**src/psch_defines.vh**
```
/*
  Constants of the periodic interrupt scheduler: register offsets, field
  positions, reset values and timing figures. Assumes a 100 MHz core clock
  and a 32-bit APB register bus with byte addresses.
*/
// Behaviour
// - Periodic interrupt every 10 to 140 ms.
// - Periodic interrupt jumps to its vector label.
// - Handler end resumes at interrupted address.
// - All sources enabled by default, individually maskable.
// - Periodic enabled flag follows mask state.
// - Fourth nested call raises execution error.
// - Five vectors: four inputs, then periodic.
// - Priority a, b, c, periodic, d.
// - No preemption; requests wait for handler end.
// - Periodic handler over 670 us is error.
// - About 60 us from event to handler.
// - Configuration applies only on program load.
// - Input edge selectable: rising, falling, both.
`ifndef PSCH_DEFINES_VH
`define PSCH_DEFINES_VH

// ****************************************************************
// Register byte offsets
// ****************************************************************
`define PSCH_REG_CTRL 8'h00
`define PSCH_REG_EDGE 8'h04
`define PSCH_REG_VEC0 8'h08
`define PSCH_REG_VEC4 8'h18
`define PSCH_REG_STATE 8'h1c
`define PSCH_REG_ISTAT 8'h20
`define PSCH_REG_IMASK 8'h24

// ****************************************************************
// Fields and reset values
// ****************************************************************
`define PSCH_CTRL_EN_BIT 0
`define PSCH_CTRL_IVL_LSB 8
`define PSCH_CTRL_IVL_MSB 15
`define PSCH_CTRL_RST 32'h00000a00
`define PSCH_EDGE_RST 8'h55
`define PSCH_EDGE_RISE 2'h1
`define PSCH_EDGE_FALL 2'h2
`define PSCH_IVL_MIN 8'h0a
`define PSCH_IVL_MAX 8'h8c
`define PSCH_NEST_MAX 2'h3
`define PSCH_EV_ERR 0
`define PSCH_EV_START 1
`define PSCH_EV_TICK 2
`define PSCH_NUM_EV 3
`define PSCH_SRC_PERIODIC 3'h4

// ****************************************************************
// Timing
// ****************************************************************
`define PSCH_CLK_NS 10
`define PSCH_MS_NS 1000000
`define PSCH_LATENCY_NS 60000
`define PSCH_HANDLER_MAX_NS 670000

`endif

```
**src/psch_edge_det.v**
```verilog
/*
  Synchroniser and selectable edge detector for the external interrupt
  lines. Assumes asynchronous pin inputs and the core clock.
*/
`timescale 1ns/1ps
`include "psch_defines.vh"

module psch_edge_det #(
  parameter N = 4
)(
  input wire core_clk,
  input wire resetn,
  input wire [N-1:0] line_in,
  input wire [2*N-1:0] edge_sel,
  output wire [N-1:0] event_pulse
);

  reg [N-1:0] meta_ff;
  reg [N-1:0] sync_ff;
  reg [N-1:0] prev_ff;
  reg [N-1:0] nxt_event;
  integer i;

  always @(posedge core_clk or negedge resetn)
  begin
    if (!resetn)
    begin
      meta_ff <= {N{1'b0}};
      sync_ff <= {N{1'b0}};
      prev_ff <= {N{1'b0}};
    end
    else
    begin
      meta_ff <= line_in;
      sync_ff <= meta_ff;
      prev_ff <= sync_ff;
    end
  end

  // A line may ask for either edge or both.
  always @*
  begin
    for (i = 0; i < N; i = i + 1)
    begin
      nxt_event[i] = (edge_sel[2*i] & sync_ff[i] & ~prev_ff[i]) |
                     (edge_sel[2*i+1] & ~sync_ff[i] & prev_ff[i]);
    end
  end

  assign event_pulse = nxt_event;

endmodule

```
**src/psch_top.v**
```verilog
/*
  Periodic interrupt scheduler: interval timer, four external interrupt
  lines, fixed-priority dispatch without preemption, return address,
  nesting and run-time checks, APB register file and interrupt output.
  Assumes the CPU core pulses its op strobes for one core_clk cycle and
  holds cpu_pc at the address of the next instruction to run.
*/
// Local design decisions: the APB interface to the registers and the register addresses.
`timescale 1ns/1ps
`include "psch_defines.vh"

module psch_top #(
  parameter AW = 16,
  parameter LW = 16,
  parameter MS_CYCLES = `PSCH_MS_NS / `PSCH_CLK_NS,
  parameter LAT_CYCLES = (`PSCH_LATENCY_NS + `PSCH_CLK_NS - 1) / `PSCH_CLK_NS,
  parameter RUN_MAX_CYCLES = `PSCH_HANDLER_MAX_NS / `PSCH_CLK_NS
)(
  input wire core_clk,
  input wire resetn,
  input wire psel,
  input wire penable,
  input wire pwrite,
  input wire [7:0] paddr,
  input wire [31:0] pwdata,
  output reg [31:0] prdata,
  output reg pready,
  output reg pslverr,
  input wire [3:0] ext_irq_line,
  input wire cpu_running,
  input wire prog_load,
  input wire [AW-1:0] cpu_pc,
  input wire irq_mask_op,
  input wire irq_unmask_op,
  input wire [2:0] op_src,
  input wire call_op,
  input wire handler_return_op,
  output reg jump_ff,
  output reg [LW-1:0] jump_label_ff,
  output reg resume_ff,
  output reg [AW-1:0] resume_addr_ff,
  output reg in_handler_ff,
  output reg periodic_irq_enabled_flag,
  output reg program_exec_error_flag,
  output reg err_led_ff,
  output reg irq
);

  localparam ST_IDLE = 2'h0;
  localparam ST_WAIT = 2'h1;
  localparam ST_RUN = 2'h2;
  localparam [19:0] LAT_LOAD = LAT_CYCLES - 1;

  // ****************************************************************
  // Register storage
  // ****************************************************************
  reg [31:0] ctrl_ff;
  reg [7:0] edge_ff;
  reg [LW-1:0] vec_ff [0:4];
  reg [`PSCH_NUM_EV-1:0] istat_ff;
  reg [`PSCH_NUM_EV-1:0] imask_ff;
  // Live copies applied only when a program is loaded.
  reg live_en_ff;
  reg [7:0] live_ivl_ff;
  reg [7:0] live_edge_ff;

  reg [4:0] enable_ff;
  reg [4:0] pend_ff;
  reg [1:0] state_ff;
  reg [2:0] src_ff;
  reg [AW-1:0] saved_pc_ff;
  reg [1:0] depth_ff;
  reg [19:0] lat_cnt_ff;
  reg [19:0] run_cnt_ff;
  reg [19:0] ms_cnt_ff;
  reg [7:0] ivl_cnt_ff;
  reg ms_tick_ff;

  wire [3:0] ext_event;
  wire apb_acc = psel & penable & ~pready;
  // Writes land at the completing edge, when pready is seen high.
  wire apb_wr = psel & penable & pready & pwrite;
  wire apb_rd = apb_acc & ~pwrite;
  reg [`PSCH_NUM_EV-1:0] nxt_ev;
  reg periodic_expire;
  reg [2:0] win_src;
  reg win_valid;
  reg [31:0] nxt_rdata;
  reg nxt_err;
  integer k;

  // Clamp an interval to the supported range of whole milliseconds.
  function [7:0] clamp_ivl;
    input [7:0] v;
    begin
      if (v < `PSCH_IVL_MIN)
        clamp_ivl = `PSCH_IVL_MIN;
      else if (v > `PSCH_IVL_MAX)
        clamp_ivl = `PSCH_IVL_MAX;
      else
        clamp_ivl = v;
    end
  endfunction

  // Map a byte address in the vector range to its slot.
  function [2:0] vec_slot;
    input [7:0] a;
    reg [7:0] d;
    begin
      d = a - `PSCH_REG_VEC0;
      vec_slot = d[4:2];
    end
  endfunction

  psch_edge_det #(
    .N(4)
  ) u_edge (
    .core_clk(core_clk),
    .resetn(resetn),
    .line_in(ext_irq_line),
    .edge_sel(live_edge_ff),
    .event_pulse(ext_event)
  );

  // ****************************************************************
  // APB register access
  // ****************************************************************
  wire vec_hit = (paddr >= `PSCH_REG_VEC0) && (paddr <= `PSCH_REG_VEC4) &&
                 (paddr[1:0] == 2'h0);

  always @*
  begin
    nxt_rdata = 32'h00000000;
    nxt_err = 1'b0;
    if (vec_hit)
      nxt_rdata[LW-1:0] = vec_ff[vec_slot(paddr)];
    else
    begin
      case (paddr)
        `PSCH_REG_CTRL: nxt_rdata = ctrl_ff;
        `PSCH_REG_EDGE: nxt_rdata[7:0] = edge_ff;
        `PSCH_REG_STATE: nxt_rdata = {20'h00000, depth_ff, src_ff, state_ff,
                                      enable_ff};
        `PSCH_REG_ISTAT: nxt_rdata[`PSCH_NUM_EV-1:0] = istat_ff;
        `PSCH_REG_IMASK: nxt_rdata[`PSCH_NUM_EV-1:0] = imask_ff;
        default: nxt_err = 1'b1;
      endcase
    end
  end

  // One wait state: the access phase ends on the second edge.
  always @(posedge core_clk or negedge resetn)
  begin
    if (!resetn)
    begin
      pready <= 1'b0;
      pslverr <= 1'b0;
      prdata <= 32'h00000000;
      ctrl_ff <= `PSCH_CTRL_RST;
      edge_ff <= `PSCH_EDGE_RST;
      imask_ff <= {`PSCH_NUM_EV{1'b0}};
      for (k = 0; k < 5; k = k + 1)
        vec_ff[k] <= {LW{1'b0}};
    end
    else
    begin
      pready <= apb_acc;
      pslverr <= apb_acc & nxt_err;
      if (apb_rd)
        prdata <= nxt_rdata;
      if (apb_wr && !nxt_err)
      begin
        if (vec_hit)
          vec_ff[vec_slot(paddr)] <= pwdata[LW-1:0];
        else
        begin
          case (paddr)
            `PSCH_REG_CTRL: ctrl_ff <= pwdata;
            `PSCH_REG_EDGE: edge_ff <= pwdata[7:0];
            `PSCH_REG_IMASK: imask_ff <= pwdata[`PSCH_NUM_EV-1:0];
            default: ctrl_ff <= ctrl_ff;
          endcase
        end
      end
    end
  end

  // Sticky events; a new event wins over a write-one-to-clear.
  always @(posedge core_clk or negedge resetn)
  begin
    if (!resetn)
    begin
      istat_ff <= {`PSCH_NUM_EV{1'b0}};
      irq <= 1'b0;
    end
    else
    begin
      if (apb_wr && paddr == `PSCH_REG_ISTAT)
        istat_ff <= (istat_ff & ~pwdata[`PSCH_NUM_EV-1:0]) | nxt_ev;
      else
        istat_ff <= istat_ff | nxt_ev;
      irq <= |(istat_ff & imask_ff);
    end
  end

  // ****************************************************************
  // Configuration and masks
  // ****************************************************************
  always @(posedge core_clk or negedge resetn)
  begin
    if (!resetn)
    begin
      live_en_ff <= 1'b0;
      live_ivl_ff <= `PSCH_IVL_MIN;
      live_edge_ff <= `PSCH_EDGE_RST;
      enable_ff <= 5'h1f;
    end
    else
    begin
      if (prog_load)
      begin
        live_en_ff <= ctrl_ff[`PSCH_CTRL_EN_BIT];
        live_ivl_ff <= clamp_ivl(ctrl_ff[`PSCH_CTRL_IVL_MSB:`PSCH_CTRL_IVL_LSB]);
        live_edge_ff <= edge_ff;
        enable_ff <= 5'h1f;
      end
      else if (irq_mask_op && op_src <= `PSCH_SRC_PERIODIC)
        enable_ff[op_src] <= 1'b0;
      else if (irq_unmask_op && op_src <= `PSCH_SRC_PERIODIC)
        enable_ff[op_src] <= 1'b1;
    end
  end

  // ****************************************************************
  // Interval timer
  // ****************************************************************
  // The interval counter never waits for a handler, so a late dispatch
  // does not stretch the following period.
  always @(posedge core_clk or negedge resetn)
  begin
    if (!resetn)
    begin
      ms_cnt_ff <= 20'h00000;
      ms_tick_ff <= 1'b0;
      ivl_cnt_ff <= 8'h00;
    end
    else if (!cpu_running || !live_en_ff || prog_load)
    begin
      ms_cnt_ff <= 20'h00000;
      ms_tick_ff <= 1'b0;
      ivl_cnt_ff <= 8'h00;
    end
    else
    begin
      ms_tick_ff <= (ms_cnt_ff == MS_CYCLES - 1);
      if (ms_cnt_ff == MS_CYCLES - 1)
        ms_cnt_ff <= 20'h00000;
      else
        ms_cnt_ff <= ms_cnt_ff + 20'h00001;
      if (ms_tick_ff)
      begin
        if (ivl_cnt_ff == live_ivl_ff - 8'h01)
          ivl_cnt_ff <= 8'h00;
        else
          ivl_cnt_ff <= ivl_cnt_ff + 8'h01;
      end
    end
  end

  always @*
  begin
    periodic_expire = ms_tick_ff && (ivl_cnt_ff == live_ivl_ff - 8'h01);
  end

  // ****************************************************************
  // Pending requests and arbitration
  // ****************************************************************
  // Slots 0..3 are the external lines, slot 4 is the periodic timer.
  always @*
  begin
    win_valid = 1'b1;
    if (pend_ff[0])
      win_src = 3'h0;
    else if (pend_ff[1])
      win_src = 3'h1;
    else if (pend_ff[2])
      win_src = 3'h2;
    else if (pend_ff[4])
      win_src = `PSCH_SRC_PERIODIC;
    else if (pend_ff[3])
      win_src = 3'h3;
    else
    begin
      win_src = 3'h0;
      win_valid = 1'b0;
    end
  end

  always @(posedge core_clk or negedge resetn)
  begin
    if (!resetn)
      pend_ff <= 5'h00;
    else if (!cpu_running || prog_load)
      pend_ff <= 5'h00;
    else
    begin
      // Requests keep accumulating while a handler runs.
      pend_ff <= (pend_ff & enable_ff &
                  ~((state_ff == ST_IDLE && win_valid) ? (5'h01 << win_src) : 5'h00))
                 | ({periodic_expire, ext_event} & enable_ff);
    end
  end

  // ****************************************************************
  // Dispatch, handler tracking and checks
  // ****************************************************************
  always @*
  begin
    nxt_ev = {`PSCH_NUM_EV{1'b0}};
    nxt_ev[`PSCH_EV_TICK] = periodic_expire;
    nxt_ev[`PSCH_EV_START] = (state_ff == ST_WAIT) && (lat_cnt_ff == 20'h00000) &&
                             cpu_running;
    nxt_ev[`PSCH_EV_ERR] = (state_ff == ST_RUN) &&
                           ((call_op && depth_ff == `PSCH_NEST_MAX) ||
                            (src_ff == `PSCH_SRC_PERIODIC &&
                             run_cnt_ff == RUN_MAX_CYCLES));
  end

  always @(posedge core_clk or negedge resetn)
  begin
    if (!resetn)
    begin
      state_ff <= ST_IDLE;
      src_ff <= 3'h0;
      saved_pc_ff <= {AW{1'b0}};
      depth_ff <= 2'h0;
      lat_cnt_ff <= 20'h00000;
      run_cnt_ff <= 20'h00000;
      jump_ff <= 1'b0;
      jump_label_ff <= {LW{1'b0}};
      resume_ff <= 1'b0;
      resume_addr_ff <= {AW{1'b0}};
      in_handler_ff <= 1'b0;
    end
    else
    begin
      jump_ff <= 1'b0;
      resume_ff <= 1'b0;
      case (state_ff)
        ST_IDLE:
        begin
          if (cpu_running && win_valid && !prog_load)
          begin
            state_ff <= ST_WAIT;
            src_ff <= win_src;
            lat_cnt_ff <= LAT_LOAD;
          end
        end
        ST_WAIT:
        begin
          // A stop while waiting abandons the dispatch, so no handler is left open.
          if (!cpu_running)
            state_ff <= ST_IDLE;
          else if (lat_cnt_ff == 20'h00000)
          begin
            state_ff <= ST_RUN;
            saved_pc_ff <= cpu_pc;
            jump_ff <= 1'b1;
            jump_label_ff <= vec_ff[src_ff];
            in_handler_ff <= 1'b1;
            depth_ff <= 2'h0;
            run_cnt_ff <= 20'h00000;
          end
          else
            lat_cnt_ff <= lat_cnt_ff - 20'h00001;
        end
        ST_RUN:
        begin
          if (run_cnt_ff != RUN_MAX_CYCLES)
            run_cnt_ff <= run_cnt_ff + 20'h00001;
          if (call_op && depth_ff != `PSCH_NEST_MAX)
            depth_ff <= depth_ff + 2'h1;
          else if (handler_return_op && depth_ff != 2'h0)
            depth_ff <= depth_ff - 2'h1;
          else if (handler_return_op)
          begin
            state_ff <= ST_IDLE;
            resume_ff <= 1'b1;
            resume_addr_ff <= saved_pc_ff;
            in_handler_ff <= 1'b0;
          end
        end
        default: state_ff <= ST_IDLE;
      endcase
      if (!cpu_running && state_ff != ST_RUN)
        state_ff <= ST_IDLE;
    end
  end

  // Error stays until the next program load.
  always @(posedge core_clk or negedge resetn)
  begin
    if (!resetn)
    begin
      program_exec_error_flag <= 1'b0;
      err_led_ff <= 1'b0;
      periodic_irq_enabled_flag <= 1'b0;
    end
    else
    begin
      if (nxt_ev[`PSCH_EV_ERR])
      begin
        program_exec_error_flag <= 1'b1;
        err_led_ff <= 1'b1;
      end
      else if (prog_load)
      begin
        program_exec_error_flag <= 1'b0;
        err_led_ff <= 1'b0;
      end
      periodic_irq_enabled_flag <= live_en_ff & cpu_running &
                                   enable_ff[`PSCH_SRC_PERIODIC];
    end
  end

endmodule

```
**config.mk**
```make
export PLATFORM = sky130hd
export DESIGN_NAME = psch_top
export DESIGN_NICKNAME = d
export VERILOG_FILES = /design/src/psch_edge_det.v /design/src/psch_top.v
export VERILOG_INCLUDE_DIRS = /design/src
export SDC_FILE = /design/constraint.sdc
export NUM_CORES = 1
export LEC_CHECK = 0
export BUFFER_PORTS_ARGS = -buffer_cell sky130_fd_sc_hd__buf_2
export CAP_MARGIN = 0
export CORE_MARGIN = 2
export CORE_UTILIZATION = 35
export CTS_BUF_LIST = sky130_fd_sc_hd__clkbuf_8
export DETAILED_ROUTE_END_ITERATION = 8
export PLACE_DENSITY = 0.53
export SETUP_SLACK_MARGIN = 0.15
export SKIP_CTS_REPAIR_TIMING = 1
export SLEW_MARGIN = 20
export SYNTH_ARGS = -nofsm -noshare
export SYNTH_HDL_FRONTEND = slang
export SYNTH_SLANG_ARGS = --single-unit
```
**constraint.sdc**
```tcl
create_clock -name core_clk -period 2.35 [get_ports core_clk]
set_input_delay 0.1175 -clock core_clk [delete_from_list [all_inputs] [get_ports core_clk]]
set_output_delay 0.1175 -clock core_clk [all_outputs]
set_load 0.01 [all_outputs]
```
==> reports/metrics.yaml, run 1 <==
worst_setup_path:
  cp-start-kind: "flip-flop"
  cp_data_required_time_ps: 2910
  cp_max_fo: 9
  cp-end-kind: "flip-flop"
  crit_type: "reg -> reg"
  arrival_ps: 2850
power_and_ir_drop:
  power_switching_uw: 2930
  power_density_mw_per_mm2: 617
  power_frac_seq_pct: 49.1
  internal-power_uw: 8900
  p_sw_share_pct: 24.8
  combPwrFrac_pct: 5.9
  vdd_drop_max_v: 0.000397
  p_clk_share_pct: 45.0
  leakage_uw: 0.00921
global_route:
  grt_max_degree: 78
  grt_pass1_vias: 11400
  grt_usage_pct: 18.2
  gr-total-overflow: 0
  grt_pass1_wl_um: 63900
  antenna_found_initial: 0
detailed_routing:
  wl_um: 41300
  drt_iter0_drc: 669
  drc: 0
  avgViaCountPerCell: 5.07
  wl_per_cell_um: 18.2
  dr.pass1.iters: 7
  ant_nets: 0
  via_count: 11500
clocking:
  cts_tree: "done"
  cts_made_buffers: 57
  clk_pin_slew_worst_paths_ps: 70
  cts_root_buf: "clkbuf_8"
  htreeDepth: 2
  clk_path_buf_depth: 3
  clock_latency_ps: 670
  cts.sinks: 329
synth:
  synthDominantCellAreaShare_pct: 51.5
  synth.distinct_cells: 75
  synth_edf_count: 0
  synthCells: 1340
  yosysTopAreaCell: "dfrtp_1"
  ys_seq_elements: 329
  syn-num-nets: 1423
  async_flop_share_pct: 100
  syn_avg_cell_area_um2: 11.3
  ys.warnings.count: 0
  synth_area_mm2: 0.0152
  yosysSeqAreaShare_pct: 54.4
  synth_flop_cell: "dfrtp_1"
  synth_area_leaders: "dfrtp_1, mux2_2, nand2_1"
sta:
  max_freq_ghz: 0.435
  finClkSkew_ps: 32.9
  worstMarginPinSlew_ps: 793
  report.final.slew_viol_count: 0
  min_period_ps: 2300
  period_share_pct: 97.8
  holdWs_ps: 20.8
  max_slew_margin_pct: 47.2
  setup_viol: 0
  rsz0062_at_grt: "true"
  finalHoldViolCount: 0
run_status:
  outcome: "finished, final reports clean"
flow_run:
  cap_viol_max_count: 0
placed_design:
  dp.cells: 2077
  port-buffer-count: 146
  place_congestion: 0.786
  hpwl_um: 26900
die:
  rows: 76
  dieWidth_um: 212
  io_pins: 147
  start_util_pct: 35.4
  core_mm2: 0.0429
  die_area_mm2: 0.0450
  die_y_um: 212
min_path:
  hold_class: "in -> async"
final_layout:
  drive_above_1_share_pct: 31.6
  fill_cells: 4030
  n_antenna_cell: 0
  area_growth_pct: 26.4
  final_cells: 2264
  fin_nets: 1714
[placed cells by master (no fill, tap or decap), types with 33 or more instances in the layout]
master	netlist	layout
nand2_1	211	211
buf_2	19	147
buf_4	3	53
o21ai_0	39	39
clkbuf_8	0	75
nor2_1	132	131
mux2_2	130	130
nand3_1	42	42
dfrtp_1	312	312
xnor2_1	34	33
dlygate4sd3_1	0	72
inv_1	21	40
[path summary, 6_finish.rpt]
kind                                    from                 to  slack, ps  cells after the start
setup reg to reg               lat_cnt_ff[5]   jump_label_ff[4]         50                      8
min in group core_clk               paddr[4]            pslverr         20                      3
max in group asynchronous             resetn     lat_cnt_ff[11]       1480                      3
hold reg to reg            u_edge.meta_ff[2]  u_edge.sync_ff[2]        350                      0
setup / recovery               lat_cnt_ff[5]   jump_label_ff[4]         50                      8
hold / removal                        resetn         vec_ff[44]         20                      2
[power groups by stage]
stage	logic, uW	clock network (uW)	registers, uW
global route	768	5770	5810
finish	693	5330	5810
detailed placement	596	0	5910
global placement	590	0	5900
floorplan	216	0	5900
CTS	600	5520	5810
[worst max-delay path, cell delays in order (launching register included)]
cell and delay [ps]:
dfrtp_1 390, or3_4 390, or3_4 420, nor4b_4 210, buf_4 180, nand2_4 130
buf_12 180, a221oi_1 220, nor2_1 80
[logic make-up (layout without fill, tap and decap cells)]
kind of cell    Yosys count  in the layout  synth area share [%]
mux                     170            170                  14.8
xor+xnor                 64             64                  3.70
fa+ha+maj                10             10                 0.809
flops                   329            329                  54.4
compound gates          156            156                  7.46
buf+inv                  87            426                  2.63
simple gates            524            524                  16.2
[Yosys cell counts (7+ instances only)]
master,instances
a21oi_1,26
a221oi_1,16
a221oi_2,10
a22oi_1,11
a31oi_1,8
and3_1,12
buf_2,19
clkbuf_1,31
dfrtp_1,312
dfstp_2,17
ha_1,9
inv_1,21
mux2_2,130
mux2i_1,7
mux4_2,30
nand2_1,211
nand3_1,42
nand4_1,14
nor2_1,132
nor2b_1,8
nor3_1,27
nor4_1,16
o21ai_0,39
o31ai_1,7
or3_1,16
xnor2_1,34
xor2_1,30
[sequential cells by signal, summed over array words and instances (netlist names), 16 cells and up]
register / count
ctrl_ff: 32
saved_pc_ff: 16
ms_cnt_ff: 20
run_cnt_ff: 20
vec_ff: 80
jump_label_ff: 16
prdata: 32
resume_addr_ff: 16
lat_cnt_ff: 20
[per-stage QoR]
stage                     cell area (um2)  total power [uW]  worst slack, ps  utilization [%]  setup TNS (ps)
after floorplan                     15200              6110              166                -               0
after global placement              17000              6490             63.3             39.7               0
after detailed placement            17000              6500             51.4             39.7               0
after CTS                           18200             11900             46.5             42.5               0
after global routing                19200             12300            -24.8             44.7           -76.6
final                               19200             11800             51.8             44.7               0
[area by class of cell]
type	instances	area (um2)	area share [%]
Clock buffer	75	1030	5.38
Clock inverter	32	149	0.776
Multi-Input combinational cell	924	6640	34.6
Tap cell	585	732	3.82
Timing Repair Buffer	293	2270	11.8
Inverter	26	105	0.548
Sequential cell	329	8250	43.0
[per-layer routing]
layer	track usage [%]	wire length, um	vias up
li1	-	-	5351
met1	24.9	19000	5770
met2	28.9	19400	277
met3	3.07	1800	75
met4	7.07	1030	0
met5	0	0	-
Power figures use the tool's default switching activity.
==> run 2, diff against run 1 <==
PLACE_DENSITY = 0.55   (was 0.53)
clock period = 2.1 ns   (was 2.35 ns; I/O delays follow)
==> reports/metrics.yaml, run 2 (same netlist as run 1, synthesis figures left out) <==
run_status:
  outcome: "finished, violations left"  # was finished, final reports clean
  violations: "negative setup slack"
detailed_routing:
  dr.pass1.iters: 5  # was 7
  wl_per_cell_um: 17.6  # was 18.2 um
  via_count: 11400  # was 11500
  drc: 0  # unchanged
  wl_um: 40000  # was 41300 um
  ant_nets: 0  # unchanged
  drt_iter0_drc: 685  # was 669
  avgViaCountPerCell: 5.03  # was 5.07
die:
  die_y_um: 212  # unchanged
  io_pins: 147  # unchanged
  rows: 76  # unchanged
  start_util_pct: 35.4  # unchanged
  core_mm2: 0.0429  # unchanged
  die_area_mm2: 0.0450  # unchanged
  dieWidth_um: 212  # unchanged
clocking:
  cts_root_buf: "clkbuf_8"  # unchanged
  htreeDepth: 2  # unchanged
  clk_pin_slew_worst_paths_ps: 70  # about the same
  cts_tree: "done"  # unchanged
  clk_path_buf_depth: 3  # unchanged
  clock_latency_ps: 670  # about the same
  cts.sinks: 329  # unchanged
  cts_made_buffers: 57  # unchanged
power_and_ir_drop:
  p_sw_share_pct: 23.9  # was 24.8%
  finalPower_uw: 13800  # was 11800 uW
  leakage_uw: 0.00936  # was 0.00921 uW
  power_frac_seq_pct: 47.0  # was 49.1%
  vdd_drop_max_v: 0.000755  # was 0.000397 V
  power_switching_uw: 3300  # was 2930 uW
  p_clk_share_pct: 47.1  # was 45.0%
  power_density_mw_per_mm2: 707  # was 617 mW/mm2
  combPwrFrac_pct: 5.9  # about the same
  internal-power_uw: 10500  # was 8900 uW
worst_setup_path:
  cpLargestDelayFamily: "simple AND/OR/NAND/NOR gates"  # unchanged
  cp-start-kind: "flip-flop"  # unchanged
  cp_data_required_time_ps: 2610  # was 2910 ps
  slowest_stage: "or3_4"  # unchanged
  timing.rr.start: "lat_cnt_ff[8]"  # was lat_cnt_ff[5]
  cp-end-kind: "flip-flop"  # unchanged
  path_cells: "or3_4 > or3_4 > nor4b_4 > buf_6 > buf_12 > nor4_1 > xnor2_1 > nand2_1"  # was or3_4 > or3_4 > nor4b_4 > buf_4 > nand2_4 > buf_12 > a221oi_1 > nor2_1
  arrival_ps: 2800  # was 2850 ps
  cp_max_fo: 7  # was 9
  crit_top_cell: "or3_4"  # unchanged
  crit_type: "reg -> reg"  # unchanged
  worstSetupStartpoint: "lat_cnt_ff[8]"  # was lat_cnt_ff[5]
  slowest_delay_ps: 390  # was 420 ps
  cp_num_buf_inv: 2  # unchanged
final_layout:
  fin_nets: 1724  # was 1714
  drive_above_1_share_pct: 33.3  # was 31.6%
  ff_latch_area_mm2: 0.00825  # unchanged
  reg_top3: "vec_ff: 80 flops, ctrl_ff: 32 flops, prdata: 32 flops"  # unchanged
  final_common_cell: "dfrtp_1"  # unchanged
  multi_input_area_mm2: 0.00678  # was 0.00664 mm2
  area_growth_pct: 28.8  # was 26.4%
  top_register: "vec_ff"  # unchanged
  final_util_pct: 45.5  # was 44.7%
  largest_reg_flops: 80  # unchanged
  layout_common_cells: "dfrtp_1, nand2_1, buf_2"  # unchanged
  fill_cells: 4032  # was 4030
global_route:
  grt_pass1_vias: 11400  # about the same
  grt_pass1_wl_um: 62500  # was 63900 um
  grt_usage_pct: 17.6  # was 18.2%
  antenna_found_initial: 2  # was 0
  gr-total-overflow: 0  # unchanged
  grt_max_degree: 74  # was 78
sta:
  fin_ws_ps: -191  # was 51.8 ps
  period_share_pct: 109  # was 97.8%
  min_period_ps: 2290  # was 2300 ps
  report.final.slew_viol_count: 0  # unchanged
  finalHoldViolCount: 0  # unchanged
  finClkSkew_ps: 58.2  # was 32.9 ps
  max_slew_margin_pct: 57.8  # was 47.2%
  worstMarginPinSlew_ps: 632  # was 793 ps
  max_freq_ghz: 0.436  # was 0.435 GHz
  setup_viol: 76  # was 0
  rsz0062_at_grt: "true"  # unchanged
placed_design:
  port-buffer-count: 146  # unchanged
  hpwl_um: 27000  # was 26900 um
  place_congestion: 0.814  # was 0.786
min_path:
  hold_class: "in -> reg"  # was in -> async
  hold_start: "paddr[5]"
flow_run:
  cap_viol_max_count: 0  # unchanged
run 2: changes by cell type in the layout (fill, tap and decap cells not counted), moves of 4 or more:
cell | before | now
clkbuf_8 | 75 | 79
mux2_2 | 130 | 113
buf_12 | 15 | 19
clkinv_2 | 9 | 5
nor2_1 | 131 | 127
inv_1 | 40 | 36
buf_4 | 53 | 66
mux2_4 | 0 | 20
o21ai_0 | 39 | 35
run 2: tightest hold or removal path: stages:
cell and delay (ps):
buf_2 180, nand3_1 90, nor2_1 80, nand2_1 80
a21o_1 110
run 2: path summary, 6_finish.rpt:
kind | end | slack, ps | cells past startpoint
max | lat_cnt_ff[12] | -190 | 8
min | istat_ff[1] | 10 | 5
max reg2reg | lat_cnt_ff[12] | -190 | 8
min reg2reg | u_edge.sync_ff[3] | 350 | 0
max in group asynchronous | live_edge_ff[2] | 1520 | 3
min in group asynchronous | live_edge_ff[6] | 50 | 2
run 2: per-stage QoR:
stage	setup TNS [ps]	worst slack, ps	cell area, um2	hold slack, ps	instances
6_report	-9070	-191	19500	10.9	2274
3_3_place_gp	-2080	-116	17400	2.67	2095
4_1_cts	-7880	-190	18700	-730	2201
5_1_grt	-17920	-327	19500	23.6	2273
2_1_floorplan	-1590	-83.3	15300	-191	1340
3_5_place_dp	-4260	-128	17400	0.799	2095
run 2: final cells by class:
| cell class | instances | area share, % |
|---|---|---|
| clock inverters | 27 | 1.11 |
| well taps | 585 | 3.75 |
| inverters | 26 | 0.513 |
| diodes | 1 | 0.0128 |
| flip-flops and latches | 329 | 42.3 |
| clock buffers | 79 | 5.57 |
| multi-input cells | 924 | 34.7 |
| repair buffers | 303 | 12.1 |
run 2: metal layers:
layer | up-vias | wire, um | track usage (%)
met5 | - | 23 | 0
met4 | 4 | 776 | 5.17
met3 | 67 | 1820 | 3.34
met2 | 273 | 19100 | 28.3
met1 | 5717 | 18300 | 24.1
li1 | 5372 | - | -
run 2: power groups by stage:
stage | sequential [uW] | combinational (uW) | clock, uW
after floorplan | 6600 | 246 | 0
after global placement | 6600 | 696 | 0
after detailed placement | 6600 | 702 | 0
after CTS | 6490 | 707 | 6700
after global routing | 6500 | 897 | 7010
final | 6490 | 809 | 6510
==> run 3, diff against run 2 <==
CELL_PAD_IN_SITES_DETAIL_PLACEMENT = 0   (was default)
CELL_PAD_IN_SITES_GLOBAL_PLACEMENT = 1   (was default)
PLACE_DENSITY = 0.65   (was 0.55)
==> reports/metrics.yaml, run 3 (same netlist as run 1, synthesis figures left out) <==
final_layout:
  top_register: "vec_ff"  # unchanged
  n_antenna_cell: 0  # was 1
  largest_reg_flops: 80  # unchanged
  area_growth_pct: 30.9  # was 28.8%
  multi_input_area_mm2: 0.00686  # was 0.00678 mm2
  final_cells: 2300  # was 2274
  fill_cells: 4010  # was 4032
  final_common_cell: "dfrtp_1"  # unchanged
  fin_nets: 1750  # was 1724
  drive_above_1_share_pct: 34.2  # was 33.3%
  layout_common_cells: "dfrtp_1, nand2_1, buf_2"  # unchanged
  reg_top3: "vec_ff: 80 flops, ctrl_ff: 32 flops, prdata: 32 flops"  # unchanged
  ff_latch_area_mm2: 0.00825  # unchanged
worst_setup_path:
  crit_type: "reg -> reg"  # unchanged
  arrival_ps: 2800  # about the same
  cp_data_required_time_ps: 2630  # was 2610 ps
  cp-end-kind: "flip-flop"  # unchanged
  cp-start-kind: "flip-flop"  # unchanged
  cp_max_fo: 21  # was 7
sta:
  rsz0062_at_grt: "true"  # unchanged
  period_share_pct: 108  # was 109%
  min_period_ps: 2280  # was 2290 ps
  finClkSkew_ps: 52.5  # was 58.2 ps
  report.final.slew_viol_count: 0  # unchanged
  fin_ws_ps: -177  # was -191 ps
  max_slew_margin_pct: 44.2  # was 57.8%
  worstMarginPinSlew_ps: 834  # was 632 ps
  max_freq_ghz: 0.439  # was 0.436 GHz
  finalHoldViolCount: 0  # unchanged
  setup_viol: 78  # was 76
detailed_routing:
  ant_nets: 0  # unchanged
  via_count: 11600  # was 11400
  avgViaCountPerCell: 5.03  # about the same
  drc: 0  # unchanged
  wl_um: 41700  # was 40000 um
  drt_iter0_drc: 841  # was 685
  wl_per_cell_um: 18.1  # was 17.6 um
  dr.pass1.iters: 5  # unchanged
min_path:
  hold_class: "in -> reg"  # unchanged
global_route:
  gr-total-overflow: 0  # unchanged
  grt_pass1_wl_um: 64300  # was 62500 um
  grt_usage_pct: 18.2  # was 17.6%
  grt_pass1_vias: 11300  # was 11400
  antenna_found_initial: 0  # was 2
  grt_max_degree: 64  # was 74
placed_design:
  hpwl_um: 27400  # was 27000 um
  pre_cts_ws_ps: -163  # was -128 ps
  port-buffer-count: 146  # unchanged
  dp.cells: 2109  # was 2095
  place_congestion: 0.792  # was 0.814
die:
  rows: 76  # unchanged
  io_pins: 147  # unchanged
  dieWidth_um: 212  # unchanged
  die_area_mm2: 0.0450  # unchanged
  die_y_um: 212  # unchanged
  core_mm2: 0.0429  # unchanged
  start_util_pct: 35.4  # unchanged
power_and_ir_drop:
  p_sw_share_pct: 24.4  # was 23.9%
  internal-power_uw: 10300  # was 10500 uW
  p_clk_share_pct: 46.2  # was 47.1%
  leakage_uw: 0.00951  # was 0.00936 uW
  vdd_drop_max_v: 0.000546  # was 0.000755 V
  power_frac_seq_pct: 47.6  # was 47.0%
  power_density_mw_per_mm2: 687  # was 707 mW/mm2
  combPwrFrac_pct: 6.2  # was 5.9%
  finalPower_uw: 13600  # was 13800 uW
  power_switching_uw: 3330  # was 3300 uW
run_status:
  outcome: "finished, violations left"  # unchanged
  violations: "negative setup slack"  # unchanged
clocking:
  clk_pin_slew_worst_paths_ps: 60  # was 70 ps
  cts_tree: "done"  # unchanged
  cts_made_buffers: 58  # was 57
  cts_root_buf: "clkbuf_8"  # unchanged
  clk_path_buf_depth: 3  # unchanged
  clock_latency_ps: 680  # was 670 ps
  htreeDepth: 2  # unchanged
  cts.sinks: 329  # unchanged
flow_run:
  cap_viol_max_count: 0  # unchanged
## run 3: cell count changes in the layout (fill, tap and decap cells not counted), moves of 6 or more
cell	delta
buf_4	+15
clkbuf_8	-6
nor4_1	-6
dlygate4sd3_1	+6
## run 3: worst paths after layout
check | startpoint | end | slack, ps | cells past startpoint
max | lat_cnt_ff[8] | depth_ff[1] | -180 | 7
max in group asynchronous | resetn | jump_label_ff[12] | 770 | 3
min in group asynchronous | resetn | live_ivl_ff[1] | 100 | 2
max reg2reg | lat_cnt_ff[8] | depth_ff[1] | -180 | 7
min reg2reg | u_edge.meta_ff[0] | u_edge.sync_ff[0] | 350 | 0
min | paddr[5] | istat_ff[0] | 20 | 6
## run 3: final cells by class
cell class,count,area share (%)
clock buffers,73,5.06
clock inverters,35,1.21
inverters,26,0.530
multi-input cells,924,34.6
flip-flops and latches,329,41.6
well taps,585,3.69
repair buffers,328,13.4
## run 3: worst max-delay path: stages, from the launching register on
cell	delay [ps]
dfrtp_1	390
or3_4	370
or3_4	410
nor4b_4	310
nand2_2	100
buf_12	160
buf_12	160
a32o_1	240
## run 3: per-layer routing
layer / vias up / track usage (%) / share of wire (%)
met1: 5824 / 26.1 / 48
li1: 5427 / - / -
met3: 58 / 3.44 / 4.6
met2: 266 / 27.8 / 46
met4: 0 / 5.29 / 1.9
met5: - / 0 / 0
## run 3: stage by stage
step	cell area, um2	hold slack (ps)	setup TNS (ps)	util [%]
after global placement	17500	101	-4390	40.7
after CTS	18700	-626	-8080	43.6
after floorplan	15300	-191	-1590	-
after global routing	19800	5.71	-17100	46.3
after detailed placement	17500	107	-8300	40.7
final	19800	16.8	-9040	46.3
## run 3: power groups by stage
stage          Combinational [uW]  Sequential (uW)  Clock (uW)
2_1_floorplan                 246             6600           0
3_3_place_gp                  714             6600           0
3_5_place_dp                  719             6600           0
4_1_cts                       723             6490        6520
5_1_grt                       933             6490        6840
6_report                      845             6490        6300
